## src/rtl/fifo_serial_pkg.sv

```systemverilog
package fifo_serial_pkg;
	// ------------------------------------------------------------
	// sizes and field layout
	// ------------------------------------------------------------
	localparam int FIFO_DEPTH = 16;
	localparam int FIFO_PTR_W = 4;
	localparam int DATA_W = 8;
	localparam int OVERSAMPLE = 16;
	localparam logic [3:0] OVERSAMPLE_LAST = 4'hf;
	localparam logic [3:0] OVERSAMPLE_MID = 4'h7;
	localparam logic [4:0] TRIG_LEVEL_1 = 5'h01;
	localparam logic [4:0] TRIG_LEVEL_4 = 5'h04;
	localparam logic [4:0] TRIG_LEVEL_8 = 5'h08;
	localparam logic [4:0] TRIG_LEVEL_14 = 5'h0e;
	// timeout span in bit times: four characters of ten bits
	localparam int TIMEOUT_BITS = 40;
	// ------------------------------------------------------------
	// baud source prescalers
	// ------------------------------------------------------------
	localparam logic [1:0] SRC_LINK = 2'h0;
	localparam logic [1:0] SRC_SYSTEM = 2'h1;
	localparam int LINK_PRESCALE = 18;
	localparam int SYSTEM_PRESCALE = 11;
	localparam logic [15:0] DIVISOR_RESET = 16'h000c;
	// ------------------------------------------------------------
	// interrupt source codes
	// ------------------------------------------------------------
	localparam logic [2:0] SRC_MODEM = 3'h0;
	localparam logic [2:0] SRC_TX_EMPTY = 3'h1;
	localparam logic [2:0] SRC_RX_READY = 3'h2;
	localparam logic [2:0] SRC_LINE_STATUS = 3'h3;
	localparam logic [2:0] SRC_CHAR_TIMEOUT = 3'h6;
	localparam logic [7:0] ID_RESET = 8'h01;
	typedef enum logic [2:0] {
		ST_IDLE = 3'b000,
		ST_START = 3'b001,
		ST_DATA = 3'b011,
		ST_PARITY = 3'b010,
		ST_STOP = 3'b110
	} line_state_type;
endpackage : fifo_serial_pkg

```

## src/rtl/fifo_async_serial_port.sv

```systemverilog
`timescale 1ns/1ps
`default_nettype none
// Functional notes
// (RULE_01) separate sixteen-entry transmit and receive buffers
// (RULE_02) buffers accept and deliver characters while shifting goes on
// (RULE_03) bit rate is source clock over sixteen times the divisor
// (RULE_04) divisor joins high byte and low byte registers
// (RULE_05) source select 00 link clock over 18, 01 system clock over 11
// (RULE_06) frame: low start, data lsb first, optional parity, high stop
// (RULE_07) line idles high; a low level starts reception
// (RULE_08) transmitter and receiver run independently, full duplex
// (RULE_09) eight data bits, parity on or off, one or two stops
// (RULE_10) timeout when data waits and buffer untouched four characters
// (RULE_11) receive ready when fill reaches programmed level, fourteen included
// (RULE_12) source code 0 modem, 1 tx empty, 2 rx ready, 3 line, 6 timeout
// (RULE_13) internal loopback that software can switch off
// (RULE_14) modem status may be left unused
// (RULE_15) either host or processor side may operate the port
// (RULE_16) buffers enabled by software; disabled means one-character holding
// (RULE_17) identification: pending flag, buffer enable state, source code
// (RULE_18) receiver samples mid-bit and rechecks start bit
module fifo_async_serial_port #(
	parameter int DEPTH = fifo_serial_pkg::FIFO_DEPTH
) (
	input wire logic clk,
	input wire logic rst_n,
	input wire logic link_tick,
	input wire logic [7:0] divisor_high_byte,
	input wire logic [7:0] divisor_low_byte,
	input wire logic [1:0] baud_source_select,
	input wire logic parity_enable,
	input wire logic parity_odd,
	input wire logic two_stop,
	input wire logic tx_buffer_enable,
	input wire logic rx_buffer_enable,
	input wire logic [1:0] rx_trigger_select,
	input wire logic loopback,
	input wire logic modem_change,
	input wire logic [3:0] interrupt_enable,
	input wire logic host_select,
	input wire logic host_tx_write,
	input wire logic [7:0] host_tx_data,
	input wire logic host_rx_read,
	input wire logic cpu_tx_write,
	input wire logic [7:0] cpu_tx_data,
	input wire logic cpu_rx_read,
	input wire logic id_read,
	input wire logic serial_in,
	output logic serial_out,
	output logic [7:0] rx_data,
	output logic rx_data_valid,
	output logic tx_full,
	output logic rx_error,
	output logic [7:0] interrupt_identification,
	output logic interrupt_request
);
	// ----------------------------------------------------------
	// owner mux and pin synchroniser
	// ----------------------------------------------------------
	logic tx_write, rx_read;
	logic [7:0] tx_wdata;
	assign tx_write = host_select ? host_tx_write : cpu_tx_write; // RULE_15
	assign tx_wdata = host_select ? host_tx_data : cpu_tx_data; // RULE_15
	assign rx_read = host_select ? host_rx_read : cpu_rx_read; // RULE_15
	logic [1:0] pin_sync_reg, tick_sync_reg;
	logic tick_prev_reg;
	// two flops before any logic reads the pin or link tick
	always_ff @(posedge clk or negedge rst_n)
	begin
		if (!rst_n)
		begin
			pin_sync_reg <= 2'h3;
			tick_sync_reg <= 2'h0;
			tick_prev_reg <= 1'b0;
		end
		else
		begin
			pin_sync_reg <= {pin_sync_reg[0], serial_in};
			tick_sync_reg <= {tick_sync_reg[0], link_tick};
			tick_prev_reg <= tick_sync_reg[1];
		end
	end
	// ----------------------------------------------------------
	// baud generator: prescaler then divisor gives x16 tick
	// ----------------------------------------------------------
	logic [4:0] pre_reg;
	logic [15:0] div_reg;
	logic pre_tick, os_tick, src_edge;
	logic [15:0] divisor;
	assign divisor = {divisor_high_byte, divisor_low_byte}; // RULE_04
	assign src_edge = (baud_source_select == fifo_serial_pkg::SRC_LINK) ?
		(tick_sync_reg[1] & ~tick_prev_reg) : 1'b1; // RULE_05
	assign pre_tick = src_edge && (pre_reg == ((baud_source_select == fifo_serial_pkg::SRC_LINK) ?
		5'(fifo_serial_pkg::LINK_PRESCALE - 1) : 5'(fifo_serial_pkg::SYSTEM_PRESCALE - 1)));
	assign os_tick = pre_tick && (div_reg <= 16'h0001); // RULE_03
	// prescaler and divisor counters
	always_ff @(posedge clk or negedge rst_n)
	begin
		if (!rst_n)
		begin
			pre_reg <= 5'h00;
			div_reg <= 16'h0000;
		end
		else
		begin
			if (pre_tick)
				pre_reg <= 5'h00;
			else if (src_edge)
				pre_reg <= pre_reg + 5'h01;
			if (os_tick)
				div_reg <= divisor; // RULE_03
			else if (pre_tick)
				div_reg <= div_reg - 16'h0001;
		end
	end
	// ----------------------------------------------------------
	// buffers: one array each, depth forced to 1 when disabled
	// ----------------------------------------------------------
	logic [7:0] tx_mem [DEPTH];
	logic [7:0] rx_mem [DEPTH];
	logic [3:0] tx_wp_reg, tx_rp_reg, rx_wp_reg, rx_rp_reg;
	logic [4:0] tx_cnt_reg, rx_cnt_reg;
	logic tx_pop, rx_push, rx_pop, tx_push, rx_push_ok;
	logic [4:0] tx_cap, rx_cap;
	logic [7:0] rx_shift_reg;
	assign tx_cap = tx_buffer_enable ? 5'(DEPTH) : 5'h01; // RULE_16
	assign rx_cap = rx_buffer_enable ? 5'(DEPTH) : 5'h01; // RULE_16
	assign tx_push = tx_write && (tx_cnt_reg < tx_cap); // RULE_02
	assign rx_pop = rx_read && (rx_cnt_reg != 5'h00); // RULE_02
	assign rx_push_ok = rx_push && (rx_cnt_reg < rx_cap);
	// transmit and receive buffer storage and pointers
	always_ff @(posedge clk or negedge rst_n)
	begin
		if (!rst_n)
		begin
			tx_wp_reg <= 4'h0;
			tx_rp_reg <= 4'h0;
			rx_wp_reg <= 4'h0;
			rx_rp_reg <= 4'h0;
			tx_cnt_reg <= 5'h00;
			rx_cnt_reg <= 5'h00;
		end
		else
		begin
			if (tx_push)
			begin
				tx_mem[tx_wp_reg] <= tx_wdata; // RULE_01
				tx_wp_reg <= tx_wp_reg + 4'h1;
			end
			if (tx_pop)
				tx_rp_reg <= tx_rp_reg + 4'h1;
			tx_cnt_reg <= tx_cnt_reg + 5'(tx_push) - 5'(tx_pop);
			if (rx_push_ok)
			begin
				rx_mem[rx_wp_reg] <= rx_shift_reg; // RULE_01
				rx_wp_reg <= rx_wp_reg + 4'h1;
			end
			if (rx_pop)
				rx_rp_reg <= rx_rp_reg + 4'h1;
			rx_cnt_reg <= rx_cnt_reg + 5'(rx_push_ok) - 5'(rx_pop);
		end
	end
	// ----------------------------------------------------------
	// transmitter
	// ----------------------------------------------------------
	fifo_serial_pkg::line_state_type tx_state_reg;
	logic [3:0] tx_os_reg;
	logic [2:0] tx_bit_reg;
	logic [7:0] tx_shift_reg;
	logic tx_par_reg, tx_stop2_reg, tx_line;
	assign tx_pop = (tx_state_reg == fifo_serial_pkg::ST_IDLE) && (tx_cnt_reg != 5'h00) && os_tick;
	// independent transmit sequencer, one bit per 16 ticks
	always_ff @(posedge clk or negedge rst_n)
	begin
		if (!rst_n)
		begin
			tx_state_reg <= fifo_serial_pkg::ST_IDLE;
			tx_os_reg <= 4'h0;
			tx_bit_reg <= 3'h0;
			tx_shift_reg <= 8'h00;
			tx_par_reg <= 1'b0;
			tx_stop2_reg <= 1'b0;
			tx_line <= 1'b1;
		end
		else if (os_tick) // RULE_08
		begin
			tx_os_reg <= tx_os_reg + 4'h1;
			unique case (tx_state_reg)
				fifo_serial_pkg::ST_IDLE:
				begin
					tx_line <= 1'b1; // RULE_07
					tx_os_reg <= 4'h0;
					if (tx_cnt_reg != 5'h00)
					begin
						tx_shift_reg <= tx_mem[tx_rp_reg];
						tx_par_reg <= parity_odd;
						tx_state_reg <= fifo_serial_pkg::ST_START;
						tx_line <= 1'b0; // RULE_06
					end
				end
				fifo_serial_pkg::ST_START:
					if (tx_os_reg == fifo_serial_pkg::OVERSAMPLE_LAST)
					begin
						tx_line <= tx_shift_reg[0]; // RULE_06
						tx_bit_reg <= 3'h0;
						tx_state_reg <= fifo_serial_pkg::ST_DATA;
					end
				fifo_serial_pkg::ST_DATA:
					if (tx_os_reg == fifo_serial_pkg::OVERSAMPLE_LAST)
					begin
						tx_par_reg <= tx_par_reg ^ tx_shift_reg[0];
						tx_shift_reg <= {1'b0, tx_shift_reg[7:1]};
						tx_bit_reg <= tx_bit_reg + 3'h1;
						if (tx_bit_reg == 3'h7)
						begin
							tx_state_reg <= parity_enable ? fifo_serial_pkg::ST_PARITY :
								fifo_serial_pkg::ST_STOP; // RULE_09
							tx_line <= parity_enable ? (tx_par_reg ^ tx_shift_reg[0]) : 1'b1;
							tx_stop2_reg <= two_stop; // RULE_09
						end
						else
							tx_line <= tx_shift_reg[1];
					end
				fifo_serial_pkg::ST_PARITY:
					if (tx_os_reg == fifo_serial_pkg::OVERSAMPLE_LAST)
					begin
						tx_line <= 1'b1;
						tx_state_reg <= fifo_serial_pkg::ST_STOP;
					end
				fifo_serial_pkg::ST_STOP:
					if (tx_os_reg == fifo_serial_pkg::OVERSAMPLE_LAST)
					begin
						tx_stop2_reg <= 1'b0;
						if (!tx_stop2_reg)
							tx_state_reg <= fifo_serial_pkg::ST_IDLE;
					end
				default:
					tx_state_reg <= fifo_serial_pkg::ST_IDLE;
			endcase
		end
	end
	// ----------------------------------------------------------
	// receiver with mid-bit sampling
	// ----------------------------------------------------------
	fifo_serial_pkg::line_state_type rx_state_reg;
	logic [3:0] rx_os_reg;
	logic [2:0] rx_bit_reg;
	logic rx_par_reg, rx_in, rx_err_reg, rx_mid;
	assign rx_in = loopback ? tx_line : pin_sync_reg[1]; // RULE_13
	assign rx_mid = os_tick && (rx_os_reg == fifo_serial_pkg::OVERSAMPLE_MID);
	assign rx_push = rx_mid && (rx_state_reg == fifo_serial_pkg::ST_STOP) && rx_in;
	// receive sequencer
	always_ff @(posedge clk or negedge rst_n)
	begin
		if (!rst_n)
		begin
			rx_state_reg <= fifo_serial_pkg::ST_IDLE;
			rx_os_reg <= 4'h0;
			rx_bit_reg <= 3'h0;
			rx_shift_reg <= 8'h00;
			rx_par_reg <= 1'b0;
			rx_err_reg <= 1'b0;
		end
		else
		begin
			rx_err_reg <= 1'b0;
			if (os_tick)
			begin
				rx_os_reg <= rx_os_reg + 4'h1;
				unique case (rx_state_reg)
					fifo_serial_pkg::ST_IDLE:
					begin
						rx_os_reg <= 4'h0;
						if (!rx_in)
							rx_state_reg <= fifo_serial_pkg::ST_START; // RULE_07
					end
					fifo_serial_pkg::ST_START:
						if (rx_mid)
						begin
							rx_os_reg <= 4'h8;
							rx_bit_reg <= 3'h0;
							rx_par_reg <= parity_odd;
							rx_state_reg <= rx_in ? fifo_serial_pkg::ST_IDLE :
								fifo_serial_pkg::ST_DATA; // RULE_18
						end
					fifo_serial_pkg::ST_DATA:
						if (rx_mid)
						begin
							rx_shift_reg <= {rx_in, rx_shift_reg[7:1]}; // RULE_06
							rx_par_reg <= rx_par_reg ^ rx_in;
							rx_bit_reg <= rx_bit_reg + 3'h1;
							if (rx_bit_reg == 3'h7)
								rx_state_reg <= parity_enable ? fifo_serial_pkg::ST_PARITY :
									fifo_serial_pkg::ST_STOP; // RULE_09
						end
					fifo_serial_pkg::ST_PARITY:
						if (rx_mid)
						begin
							rx_err_reg <= rx_par_reg ^ rx_in;
							rx_state_reg <= fifo_serial_pkg::ST_STOP;
						end
					fifo_serial_pkg::ST_STOP:
						if (rx_mid)
						begin
							rx_err_reg <= !rx_in || (rx_cnt_reg >= rx_cap);
							rx_state_reg <= fifo_serial_pkg::ST_IDLE;
						end
					default:
						rx_state_reg <= fifo_serial_pkg::ST_IDLE;
				endcase
			end
		end
	end
	// ----------------------------------------------------------
	// timeout, line status, identification
	// ----------------------------------------------------------
	logic [5:0] to_bits_reg;
	logic [3:0] to_os_reg;
	logic timeout_reg, line_stat_reg, modem_reg;
	logic [4:0] trig;
	always_comb
	begin
		unique case (rx_trigger_select)
			2'h0: trig = fifo_serial_pkg::TRIG_LEVEL_1;
			2'h1: trig = fifo_serial_pkg::TRIG_LEVEL_4;
			2'h2: trig = fifo_serial_pkg::TRIG_LEVEL_8;
			2'h3: trig = fifo_serial_pkg::TRIG_LEVEL_14; // RULE_11
		endcase
	end
	// idle-buffer timer measured in bit times
	always_ff @(posedge clk or negedge rst_n)
	begin
		if (!rst_n)
		begin
			to_bits_reg <= 6'h00;
			to_os_reg <= 4'h0;
			timeout_reg <= 1'b0;
		end
		else if (rx_push_ok || rx_pop || rx_cnt_reg == 5'h00)
		begin
			to_bits_reg <= 6'h00; // RULE_10
			to_os_reg <= 4'h0;
			timeout_reg <= 1'b0;
		end
		else if (os_tick)
		begin
			to_os_reg <= to_os_reg + 4'h1;
			if (to_os_reg == fifo_serial_pkg::OVERSAMPLE_LAST)
			begin
				if (to_bits_reg == 6'(fifo_serial_pkg::TIMEOUT_BITS - 1))
					timeout_reg <= 1'b1; // RULE_10
				else
					to_bits_reg <= to_bits_reg + 6'h01;
			end
		end
	end
	// sticky line-status and modem flags; event wins over read clear
	always_ff @(posedge clk or negedge rst_n)
	begin
		if (!rst_n)
		begin
			line_stat_reg <= 1'b0;
			modem_reg <= 1'b0;
		end
		else
		begin
			line_stat_reg <= rx_err_reg || (line_stat_reg && !id_read);
			modem_reg <= modem_change || (modem_reg && !id_read); // RULE_14
		end
	end
	logic [2:0] code_next;
	logic pend_next;
	// priority: line status, rx ready/timeout, tx empty, modem
	always_comb
	begin
		pend_next = 1'b1;
		code_next = fifo_serial_pkg::SRC_MODEM;
		if (line_stat_reg && interrupt_enable[2])
			code_next = fifo_serial_pkg::SRC_LINE_STATUS; // RULE_12
		else if (rx_cnt_reg >= trig && interrupt_enable[0])
			code_next = fifo_serial_pkg::SRC_RX_READY; // RULE_11
		else if (timeout_reg && interrupt_enable[0])
			code_next = fifo_serial_pkg::SRC_CHAR_TIMEOUT; // RULE_12
		else if (tx_cnt_reg == 5'h00 && interrupt_enable[1])
			code_next = fifo_serial_pkg::SRC_TX_EMPTY;
		else if (!(modem_reg && interrupt_enable[3]))
			pend_next = 1'b0;
	end
	// registered outputs
	always_ff @(posedge clk or negedge rst_n)
	begin
		if (!rst_n)
		begin
			interrupt_identification <= fifo_serial_pkg::ID_RESET;
			interrupt_request <= 1'b0;
			serial_out <= 1'b1;
			rx_data <= 8'h00;
			rx_data_valid <= 1'b0;
			tx_full <= 1'b0;
			rx_error <= 1'b0;
		end
		else
		begin
			// pending flag is active low in bit 0
			interrupt_identification <= {tx_buffer_enable, rx_buffer_enable, 2'h0,
				code_next, !pend_next}; // RULE_17
			interrupt_request <= pend_next;
			serial_out <= loopback ? 1'b1 : tx_line; // RULE_13
			rx_data <= rx_mem[rx_rp_reg];
			rx_data_valid <= (rx_cnt_reg != 5'h00);
			tx_full <= (tx_cnt_reg + 5'(tx_push) >= tx_cap);
			rx_error <= line_stat_reg;
		end
	end
	// ----------------------------------------------------------
	// checks
	// ----------------------------------------------------------
	property p_tx_idle_high;
		@(posedge clk) disable iff (!rst_n)
		(tx_state_reg == fifo_serial_pkg::ST_IDLE && !tx_pop) |=> tx_line;
	endproperty
	a_tx_idle_high: assert property (p_tx_idle_high) else $error("line not idle high"); // RULE_07
	property p_start_low;
		@(posedge clk) disable iff (!rst_n)
		tx_pop |=> !tx_line && tx_state_reg == fifo_serial_pkg::ST_START;
	endproperty
	a_start_low: assert property (p_start_low) else $error("start bit not low"); // RULE_06
	property p_fifo_bound;
		@(posedge clk) disable iff (!rst_n)
		tx_cnt_reg <= 5'(DEPTH) && rx_cnt_reg <= 5'(DEPTH);
	endproperty
	a_fifo_bound: assert property (p_fifo_bound) else $error("buffer overfilled"); // RULE_01
	property p_disabled_one;
		@(posedge clk) disable iff (!rst_n)
		!tx_buffer_enable && tx_cnt_reg != 5'h00 |-> !tx_push;
	endproperty
	a_disabled_one: assert property (p_disabled_one) else $error("unbuffered took two"); // RULE_16
	logic [3:0] os_gap_reg;
	// cycles since the last oversample tick, saturating
	always_ff @(posedge clk or negedge rst_n)
	begin
		if (!rst_n)
			os_gap_reg <= 4'h0;
		else if (os_tick)
			os_gap_reg <= 4'h0;
		else if (os_gap_reg != 4'hf)
			os_gap_reg <= os_gap_reg + 4'h1;
	end
	property p_os_period;
		@(posedge clk) disable iff (!rst_n)
		os_tick && baud_source_select == fifo_serial_pkg::SRC_SYSTEM && divisor == 16'h0001
			|-> os_gap_reg >= 4'(fifo_serial_pkg::SYSTEM_PRESCALE - 1);
	endproperty
	a_os_period: assert property (p_os_period) else $error("baud tick too early"); // RULE_05
	property p_timeout_clear;
		@(posedge clk) disable iff (!rst_n)
		rx_pop |=> !timeout_reg;
	endproperty
	a_timeout_clear: assert property (p_timeout_clear) else $error("timeout kept"); // RULE_10
	property p_id_pending;
		@(posedge clk) disable iff (!rst_n)
		interrupt_request |-> !interrupt_identification[0];
	endproperty
	a_id_pending: assert property (p_id_pending) else $error("pending flag wrong"); // RULE_17
	property p_line_priority;
		@(posedge clk) disable iff (!rst_n)
		line_stat_reg && interrupt_enable[2] |=>
			interrupt_identification[3:1] == fifo_serial_pkg::SRC_LINE_STATUS;
	endproperty
	a_line_priority: assert property (p_line_priority) else $error("priority wrong"); // RULE_12
endmodule : fifo_async_serial_port
`default_nettype wire

```

## config.mk

```make
export PLATFORM = sky130hd
export DESIGN_NAME = fifo_async_serial_port
export DESIGN_NICKNAME = d
export VERILOG_FILES = /design/src/rtl/fifo_serial_pkg.sv /design/src/rtl/fifo_async_serial_port.sv
export SDC_FILE = /design/constraint.sdc
export NUM_CORES = 1
export LEC_CHECK = 0
export BUFFER_PORTS_ARGS = -buffer_cell sky130_fd_sc_hd__buf_2
export CELL_PAD_IN_SITES_DETAIL_PLACEMENT = 1
export CELL_PAD_IN_SITES_GLOBAL_PLACEMENT = 1
export CORE_MARGIN = 2
export CORE_UTILIZATION = 25
export CTS_BUF_LIST = sky130_fd_sc_hd__clkbuf_8 sky130_fd_sc_hd__clkbuf_16
export DETAILED_ROUTE_END_ITERATION = 16
export HOLD_SLACK_MARGIN = 0.08
export PLACE_DENSITY = 0.54
export SLEW_MARGIN = 20
export SYNTH_ARGS = -nofsm -noshare
export SYNTH_HDL_FRONTEND = slang
export SYNTH_SLANG_ARGS = --single-unit
export TNS_END_PERCENT = 50
```

## constraint.sdc

```tcl
create_clock -name clk -period 3 [get_ports clk]
set_input_delay 0.45 -clock clk [delete_from_list [all_inputs] [get_ports clk]]
set_output_delay 0.45 -clock clk [all_outputs]
set_load 0.02 [all_outputs]
```

### Word-level counts from Yosys, hierarchy flattened

Memory sizes are Yosys's and may differ from the RTL's. A register that Yosys moved wholly into a read port is not among the register bits.
Cells that the tools add are included.

| word-level totals | value |
|---|---|
| bits in registers | 117 |
| bits in writable memories | 256 |
| input bits | 57 |
| memories | 2 |

| operators by class | value |
|---|---|
| $add $sub $neg | 16 |
| $lt $le $gt $ge | 6 |
| eq/ne operators | 32 |
| mux-type cells | 86 |
| bitwise gates (word level) | 4 |
| reductions and logical operators | 56 |

Memories:

| name | words | width | rd ports | clocked after Yosys merged registers in | wr ports | RTL line | RTL |
|---|---|---|---|---|---|---|---|
| rx_mem | 16 | 8 | 1 | 1 | 1 | fifo_async_serial_port.sv:120 | `logic [7:0] rx_mem [DEPTH];` |
| tx_mem | 16 | 8 | 1 | 0 | 1 | fifo_async_serial_port.sv:119 | `logic [7:0] tx_mem [DEPTH];` |

Operator list:

| operator | count |
|---|---|
| $mux W3 | 20 |
| $mux W1 | 35 |
| $mux W16 | 2 |
| $pmux W3 S5 | 2 |
| $add A4 B1 Y4 const B | 7 |
| $ne A2 B2 Y1 const B | 13 |
| $mux W5 | 5 |
| $mux W6 | 4 |
| $mux W8 | 3 |
| $pmux W5 S4 | 1 |
| $logic_and A1 B1 Y1 | 19 |
| $reduce_bool A2 Y1 | 9 |
| $le A16 B1 Y1 const B | 1 |
| $mux W4 | 4 |
| $pmux W8 S2 | 1 |
| $sub A16 B1 Y16 const B | 1 |
| $ge A5 B5 Y1 | 3 |
| $eq A3 B2 Y1 const B | 4 |
| $eq A3 B3 Y1 const B | 4 |
| $pmux W3 S2 | 2 |
| $reduce_and A4 Y1 | 3 |
| $add A5 B1 Y5 | 2 |
| $logic_not A5 Y1 | 2 |
| $lt A5 B5 Y1 | 2 |
| other kinds (29) | 51 |

### Depth between registers and ports, before layout

Gate-level depths: netlist of run 1.

| depth | value |
|---|---|
| depth after elaboration | 13 |
| gate-level depth with buffers | 16 |
| depth with buffers taken out | 15 |

### Least setup slack after synthesis of run 1

OpenSTA, ideal clock, no wires.

| timing path | value |
|---|---|
| kind | flip-flop to flip-flop |
| from | register div_reg[11] |
| to | register rx_cnt_reg[4] |
| library setup time | 0.123 ns |
| arrival time | 2.974 ns |
| data required time | 2.877 ns |
| path slack | -0.097 ns |
| stages on the path, launching flop included | 15 |
| buffers on the path | 1 |
| period minus slack after synthesis | 3.097 ns |
| path through | dfrtp_1 or4_4 nor4_4 and4_1 buf_4 nand3_2 ha_1 ha_1 inv_1 fa_1 nor2_1 nor2_1 nor2_1 nor2_1 xnor2_1 |

| on the way | value |
|---|---|
| word-level cells in the longest chain between the ends | 8 |

Ends and longest elaborated chain:

| what | RTL line | RTL |
|---|---|---|
| from (decl) | fifo_async_serial_port.sv:87 | `logic [15:0] div_reg;` |
| from (signal assigned) | fifo_async_serial_port.sv:111 | `div_reg <= divisor;` |
| from (signal assigned) | fifo_async_serial_port.sv:113 | `div_reg <= div_reg - 16'h0001;` |
| $le A16 B1 Y1 | fifo_async_serial_port.sv:95 | `assign os_tick = pre_tick && (div_reg <= 16'h0001);` |
| $logic_and A1 B1 Y1 | fifo_async_serial_port.sv:95 |  |
| $logic_and A1 B1 Y1 | fifo_async_serial_port.sv:250 | `assign rx_mid = os_tick && (rx_os_reg == fifo_serial_pkg::OVERSAMPLE_MID);` |
| $logic_and A1 B1 Y1 (2 in a row) | fifo_async_serial_port.sv:251 | `assign rx_push = rx_mid && (rx_state_reg == fifo_serial_pkg::ST_STOP) && rx_in;` |
| $logic_and A1 B1 Y1 | fifo_async_serial_port.sv:130 | `assign rx_push_ok = rx_push && (rx_cnt_reg < rx_cap);` |
| $add A5 B1 Y5 | fifo_async_serial_port.sv:160 | `rx_cnt_reg <= rx_cnt_reg + 5'(rx_push_ok) - 5'(rx_pop);` |
| $sub A5 B1 Y5 | fifo_async_serial_port.sv:160 |  |
| to (signal assigned) | fifo_async_serial_port.sv:160 |  |
| to (decl) | fifo_async_serial_port.sv:122 | `logic [4:0] tx_cnt_reg, rx_cnt_reg;` |

No other way between the ends.
A chain may end at the register's enable or synchronous reset.

### Worst setup path in the final report of run 1

| timing path | value |
|---|---|
| from | register div_reg[9] |
| to | register rx_cnt_reg[4] |

The elaborated chain is that of the path after synthesis.

==> reports/metrics.yaml, run 1 <==
skew_ps: 23.5
dpl.hpwl_um: 28900
pin_count: 78
synth_top_family_by_area: "multiplexers"
cp_max_fo: 2
cts.sinks: 381
clockPowerShare_pct: 38.6
power_density_nw_per_um2: 660
grt_overflow: 0
stdcell_count: 2185
hold_path.startpoint: "divisor_low_byte[0]"
drt_iter0_drc: 561
critical_path.cell_chain: "or4_4, nor4_4, and4_4, nand3_4, ha_4, ha_4, inv_2, fa_2, nor2_2, nor2_1, nor2_1, nor2_1, xnor2_1"
drv_slew: 0
whs_ps: 139
synthMuxAreaShare_pct: 12.6
drt-total-wl_um: 42200
layout-drive-gt1-share_pct: 27.0
required_ps: 3470
clock_path_buffers: 3
synth-seq-cells: 381
drt-pass1-iter-count: 4
vias: 9941
p_sw_mw: 3.63
n_antenna_cell: 0
place_area_sq_um: 18600
antenna_found_initial: 3
die_w_um: 261
io_buffer_count: 75
synthDistinctLibCells: 70
die_h_um: 261
cpMostUsedCell: "nor2_1"
synth-edff-count: 256
synth_fa_ha_area_share_pct: 3.37
ir_worst_vdd_uv: 389
path_clk_slew_ps: 60
insertion_delay_ps: 590
core_sq_um: 65600
slowest_delay_ps: 560
cpMaxStageDelayCell: "or4_4"
hold_viol: 0
path_class: "reg -> reg"
drc: 0
fin_crit_sh_pct: 97.7
swShare_pct: 27.4
rr_endpoint: "rx_cnt_reg[4]$_DFF_PN0_"
rsz0062_at_grt: "yes"
wire_per_inst_um: 19.3
crit_path_end_kind: "register"
drtAntennaViolNets: 0
worst_pin_slew_ps: 920
holdPathEnd: "div_reg[0]$_DFFE_PN0P_"
grt_start_max_net_pins: 67
grt_pass1_vias: 10647
r2r_slack_ps: 70
syn2layout_area_growth_pct: 21.2
arrival_ps: 3400
total_power_mw: 13.3
dp.cells: 2097
die_area_sq_um: 68300
ys.flop_type: "edfxtp_1"
ys_seq_area_share_pct: 65.4
initial_utilization_pct: 25.2
r2r-start: "div_reg[9]$_DFFE_PN0P_"
status: "completed"
track_usage_pct: 12.6
netlist_area_sq_um: 16600
p_leak_nw: 7.84
worstHoldPathType: "in -> reg"
synth-simple-area-share_pct: 8.93
nNetsFinal: 1387
gp_congestion: 0.756
finalSetupViolCount: 0
num_rows: 94
syn_area_per_cell_sq_um: 14.9
h-tree-depth: 2
pwr-share-seq_pct: 46.9
syn_inst: 1109
hold_path_depth: 3
cts_setup_buffers: 0
cts_tree: "yes"
cts_buffers: 43
cap_violations: 0
synth_compound_area_share_pct: 6.36
period_needed_ps: 2930
pwr-share-comb_pct: 14.4
fmax_ghz: 0.341
routed_via_density: 4.55
intPower_mw: 9.62
slew_headroom_pct: 38.7
final_area_sq_um: 20100
start_kind: "register"
grt_first_pass_wirelength_um: 65700
asyncSetResetFlopFracSynth_pct: 32.8
synthesis.yosys.warnings: 0
clock-root-buffer: "clkbuf_16"
synthXorXnorAreaFrac_pct: 1.32
reg2reg_depth: 13
## area by class of cell
type,count,area (sq um)
clock buffer,46,1120
clock inverter,34,269
fill,7022,45600
inverter,41,154
multi-input combinational,644,5440
sequential,381,10800
tap,864,1080
timing repair buffer,175,1180
## synthesized netlist by cell type (9+ instances only)
library cell	instances	share of area, %
nand3_1	41	1.2
a21o_1	9	0.41
nand2_1	69	1.6
nand4_1	12	0.45
nor2_1	77	1.7
mux2i_1	17	1.0
mux4_2	69	9.4
a21oi_1	31	0.94
mux2_2	32	2.2
nor3_1	14	0.42
edfxtp_1	256	46
a22oi_1	9	0.41
nand2b_1	12	0.45
xnor2_1	17	0.90
clkbuf_1	31	0.70
inv_1	41	0.93
o21ai_0	62	1.9
dfrtp_1	120	18
ha_1	43	3.2
## per-layer routing
metal / vias to the layer above / global-route usage (%) / wire, um
met2: 149 / 21.2 / 20600
met5: - / 0 / 11
met4: 2 / 3.96 / 1020
li1: 4598 / - / -
met1: 5124 / 16.6 / 19100
met3: 68 / 2.13 / 1470
## layout by cell type, fill, tap and decap left out, types with 4 or more instances in the layout
master         synthesis  layout
a211oi_1               8       8
a21o_1                 9       9
a21oi_1               31      31
a22oi_1                9       9
a2bb2oi_1              5       5
a31oi_1                8       8
and2_1                 5       5
and3_1                 4       4
buf_2                  4      74
buf_4                  4      90
clkbuf_16              0      43
clkinv_2               0       4
clkinvlp_4             0       4
dfrtp_1              120     118
dfstp_2                5       5
dlygate4sd3_1          0       8
edfxtp_1             256     256
ha_1                  43      40
inv_1                 41      58
mux2_2                32      32
mux2i_1               17      17
mux4_2                69      69
nand2_1               69      69
nand2b_1              12      12
nand3_1               41      41
nand4_1               12      12
nor2_1                77      76
nor2b_1                8       8
nor3_1                14      14
o211ai_1               4       4
o21ai_0               62      62
o2bb2ai_1              6       6
or2_2                  4       4
or3_1                  7       7
or4_1                  5       5
xnor2_1               17      17
xor2_1                 8       8
## through the flow
step                worst slack, ps  util [%]  TNS (ps)
CTS                            4.17      30.6         0
global route                  -74.7      30.6     -74.7
global placement              -46.5      28.3     -46.5
floorplan                      15.3         -         0
detailed placement             -102      28.3      -102
finish                         68.2      30.6         0
## what timing repair did
item                                   4_1_cts  5_1_grt
gates resized for setup                      5        2
endpoints found under the hold margin       29        0
setup endpoints to repair                    1       10
pin swaps                                    3        3
hold buffers                                 8        0
## cells by family after synthesis
logic type | after synthesis
AO/OA/AOI/OAI | 168
XOR/XNOR | 25
adder cells (fa/ha/maj) | 44
buffers and inverters | 85
flip-flops | 381
multiplexers | 118
other | 1
AND/OR/NAND/NOR | 287
## worst max path at each step
stage / depth (start not counted) / startpoint / slack [ps] / end
final: 13 / div_reg[9]$_DFFE_PN0P_ / 70 / rx_cnt_reg[4]$_DFF_PN0_
after global routing: 13 / div_reg[9]$_DFFE_PN0P_ / -70 / rx_cnt_reg[4]$_DFF_PN0_
after CTS: 13 / div_reg[9]$_DFFE_PN0P_ / 4 / rx_cnt_reg[4]$_DFF_PN0_
after detailed placement: 13 / div_reg[10]$_DFFE_PN0P_ / -100 / rx_cnt_reg[4]$_DFF_PN0_
after global placement: 13 / div_reg[10]$_DFFE_PN0P_ / -50 / rx_cnt_reg[4]$_DFF_PN0_
after floorplan: 14 / div_reg[10]$_DFFE_PN0P_ / 20 / rx_cnt_reg[4]$_DFF_PN0_
## power groups by stage
stage,registers (mW),clock network (mW),logic [mW]
4_1_cts,6.23,5.32,1.96
5_1_grt,6.27,5.49,2.17
6_report,6.22,5.12,1.91
2_1_floorplan,6.17,0,1.36
3_3_place_gp,6.32,0,1.90
3_5_place_dp,6.32,0,1.93
## worst max-delay path, delay by kind of cell (launching register included)
kind / cells / cell delay (ps)
xor+xnor: 1 / 120
buf+inv: 1 / 30
flops: 1 / 370
simple gates: 8 / 1540
fa+ha+maj: 3 / 760
(Power assumes the default switching activity.)
==> run 2, diff against run 1 <==
GPL_TIMING_DRIVEN = 0   (was unset)
==> run 2 against run 1 <==
Compared with the run above:
- critical path depth down 7
- routed wire length rose by 2.4%
- clock-buffer cell count is 1 higher
- register-to-register slack barely moved
- flip-flop and latch count stayed put
- sequential share of layout area decreased by 0.37 points
- cell count is 1.2% lower
- fmax rose by 0.16%
- combinational power grew 9%
- power rose by 7.3%
- core utilization grew 0.22 points
- worst hold slack worse by 13 ps
- critical endpoint is now rx_mem[11][2]$_DFFE_PP_
- largest power group unchanged
==> reports/metrics.yaml, run 2 (synthesis gave the netlist of run 1 again) <==
period_needed_ps: 2930  # -4.79 ps
grt_pass1_vias: 10931  # +2.7%
total_power_mw: 14.2  # +7.3%
grt_start_max_net_pins: 69  # +3.0%
grt_first_pass_wirelength_um: 67200  # +2.3%
worstHoldPathType: "in -> reg"
drt-pass1-iter-count: 4  # unchanged
status: "completed"
drc: 0  # unchanged
arrival_ps: 3160  # -240 ps
fmax_ghz: 0.342  # +0.16%
cp_max_fo: 8  # +6
core_sq_um: 65600  # unchanged
die_w_um: 261  # unchanged
drtAntennaViolNets: 0  # unchanged
final_cell_mix: "edfxtp_1 (256), dfrtp_1 (116), buf_2 (77)"
clock_path_buffers: 3  # unchanged
io_buffer_count: 74  # -1.3%
insertion_delay_ps: 600  # about the same
drt-total-wl_um: 43200  # +2.4%
vias: 9916  # -0.25%
layout-drive-gt1-share_pct: 26.9  # -0.090 points
r2r-start: "div_reg[11]$_DFFE_PN0P_"
track_usage_pct: 13.0  # +0.37 points
cts_buffers: 45  # +4.7%
rsz0062_at_grt: "yes"
crit_path_end_kind: "register"
worst_pin_slew_ps: 945  # +25.3 ps
clock-root-buffer: "clkbuf_16"
place_area_sq_um: 18100  # -2.5%
die_h_um: 261  # unchanged
critPathLaunch: "div_reg[11]$_DFFE_PN0P_"
wire_per_inst_um: 20.0  # +3.6%
h-tree-depth: 2  # unchanged
finalSetupViolCount: 0  # unchanged
initial_utilization_pct: 25.2  # unchanged
mostFrequentLayoutCell: "edfxtp_1"
drv_slew: 0  # unchanged
die_area_sq_um: 68300  # unchanged
ir_worst_vdd_uv: 443  # +14%
cts.sinks: 381  # unchanged
dpl.hpwl_um: 29200  # +0.98%
nNetsFinal: 1356  # -2.2%
hold_viol: 0  # unchanged
power_density_nw_per_um2: 703  # +6.5%
skew_ps: 32.4  # +8.87 ps
hold_path.startpoint: "divisor_low_byte[0]"
dp.cells: 2052  # -2.1%
grt_overflow: 0  # unchanged
stdcell_count: 2159  # -1.2%
path_clk_slew_ps: 60  # about the same
syn2layout_area_growth_pct: 22.1
pin_count: 78  # unchanged
start_kind: "register"
fin_crit_sh_pct: 97.6  # -0.16 points
p_leak_nw: 7.67  # -2.2%
num_rows: 94  # unchanged
antenna_found_initial: 6  # +3
cts_tree: "yes"
required_ps: 3230  # -240 ps
final_area_sq_um: 20200  # +0.72%
cap_violations: 0  # unchanged
routed_via_density: 4.59  # +0.95%
path_class: "reg -> reg"
gp_congestion: 0.762  # +0.86%
whs_ps: 126  # -12.6 ps
drt_iter0_drc: 415  # -26%
slew_headroom_pct: 37.0  # -1.7 points
-- run 2: final cells by class --
| type | instances | area (sq um) |
|---|---|---|
| clock buffers | 47 | 1150 |
| well taps | 864 | 1080 |
| multi-input cells | 644 | 5710 |
| diodes | 3 | 7.51 |
| plain buffers | 43 | 191 |
| fillers | 6956 | 45400 |
| inverters | 41 | 154 |
| clock inverters | 37 | 483 |
| repair buffers | 99 | 608 |
| flip-flops and latches | 381 | 10800 |
-- run 2: worst paths after layout --
path | to | cells after the start | slack, ps
max in group asynchronous | pin_sync_reg[0]$_DFF_PN1_ | 3 | 1750
hold / removal | div_reg[0]$_DFFE_PN0P_ | 3 | 130
hold reg to reg | tick_sync_reg[1]$_DFF_PN0_ | 0 | 350
setup / recovery | rx_mem[11][2]$_DFFE_PP_ | 6 | 70
setup reg to reg | rx_mem[11][2]$_DFFE_PP_ | 6 | 70
min in group asynchronous | rx_data[2]$_DFF_PN0_ | 2 | 420
-- run 2: timing repair --
| item | 4_1_cts | 5_1_grt |
|---|---|---|
| pin swaps | 3 | 4 |
| setup buffers | 10 | 3 |
| gates resized for setup | 59 | 26 |
| endpoints found under the setup margin | 246 | 88 |
| hold buffers | 8 | 0 |
| hold endpoints to repair | 64 | 0 |
-- run 2: power by group --
part | internal, mW | leakage, nW | switching (mW) | total [mW]
clock network | 3.68 | 0.823 | 2.32 | 6.00
logic | 0.822 | 2.60 | 1.27 | 2.09
registers | 5.89 | 4.24 | 0.237 | 6.12
-- run 2: worst max-delay path, stage by stage (launching register included) --
cell	delay (ps)
dfrtp_2	400
or4_4	560
nor4_4	160
and4_1	240
buf_6	130
nand4b_2	420
nor2_2	640
-- run 2: per-stage QoR --
| stage | worst slack, ps | util, % | setup TNS, ps |
|---|---|---|---|
| floorplan | 15.3 | - | 0 |
| global placement | -2720 | 27.5 | -613530 |
| detailed placement | -675 | 27.6 | -107000 |
| CTS | -74.1 | 30.6 | -74.1 |
| global route | -123 | 30.8 | -1670 |
| finish | 73.0 | 30.8 | 0 |
-- run 2: layer usage --
layer / wire length [um] / vias to the layer above / part of all wire, % / global-route usage, %
li1: - / 4544 / - / -
met2: 21500 / 153 / 50 / 22.2
met4: 1160 / 0 / 2.7 / 4.23
met3: 1510 / 64 / 3.5 / 2.05
met5: 0 / - / 0 / 0
met1: 19000 / 5155 / 44 / 16.7
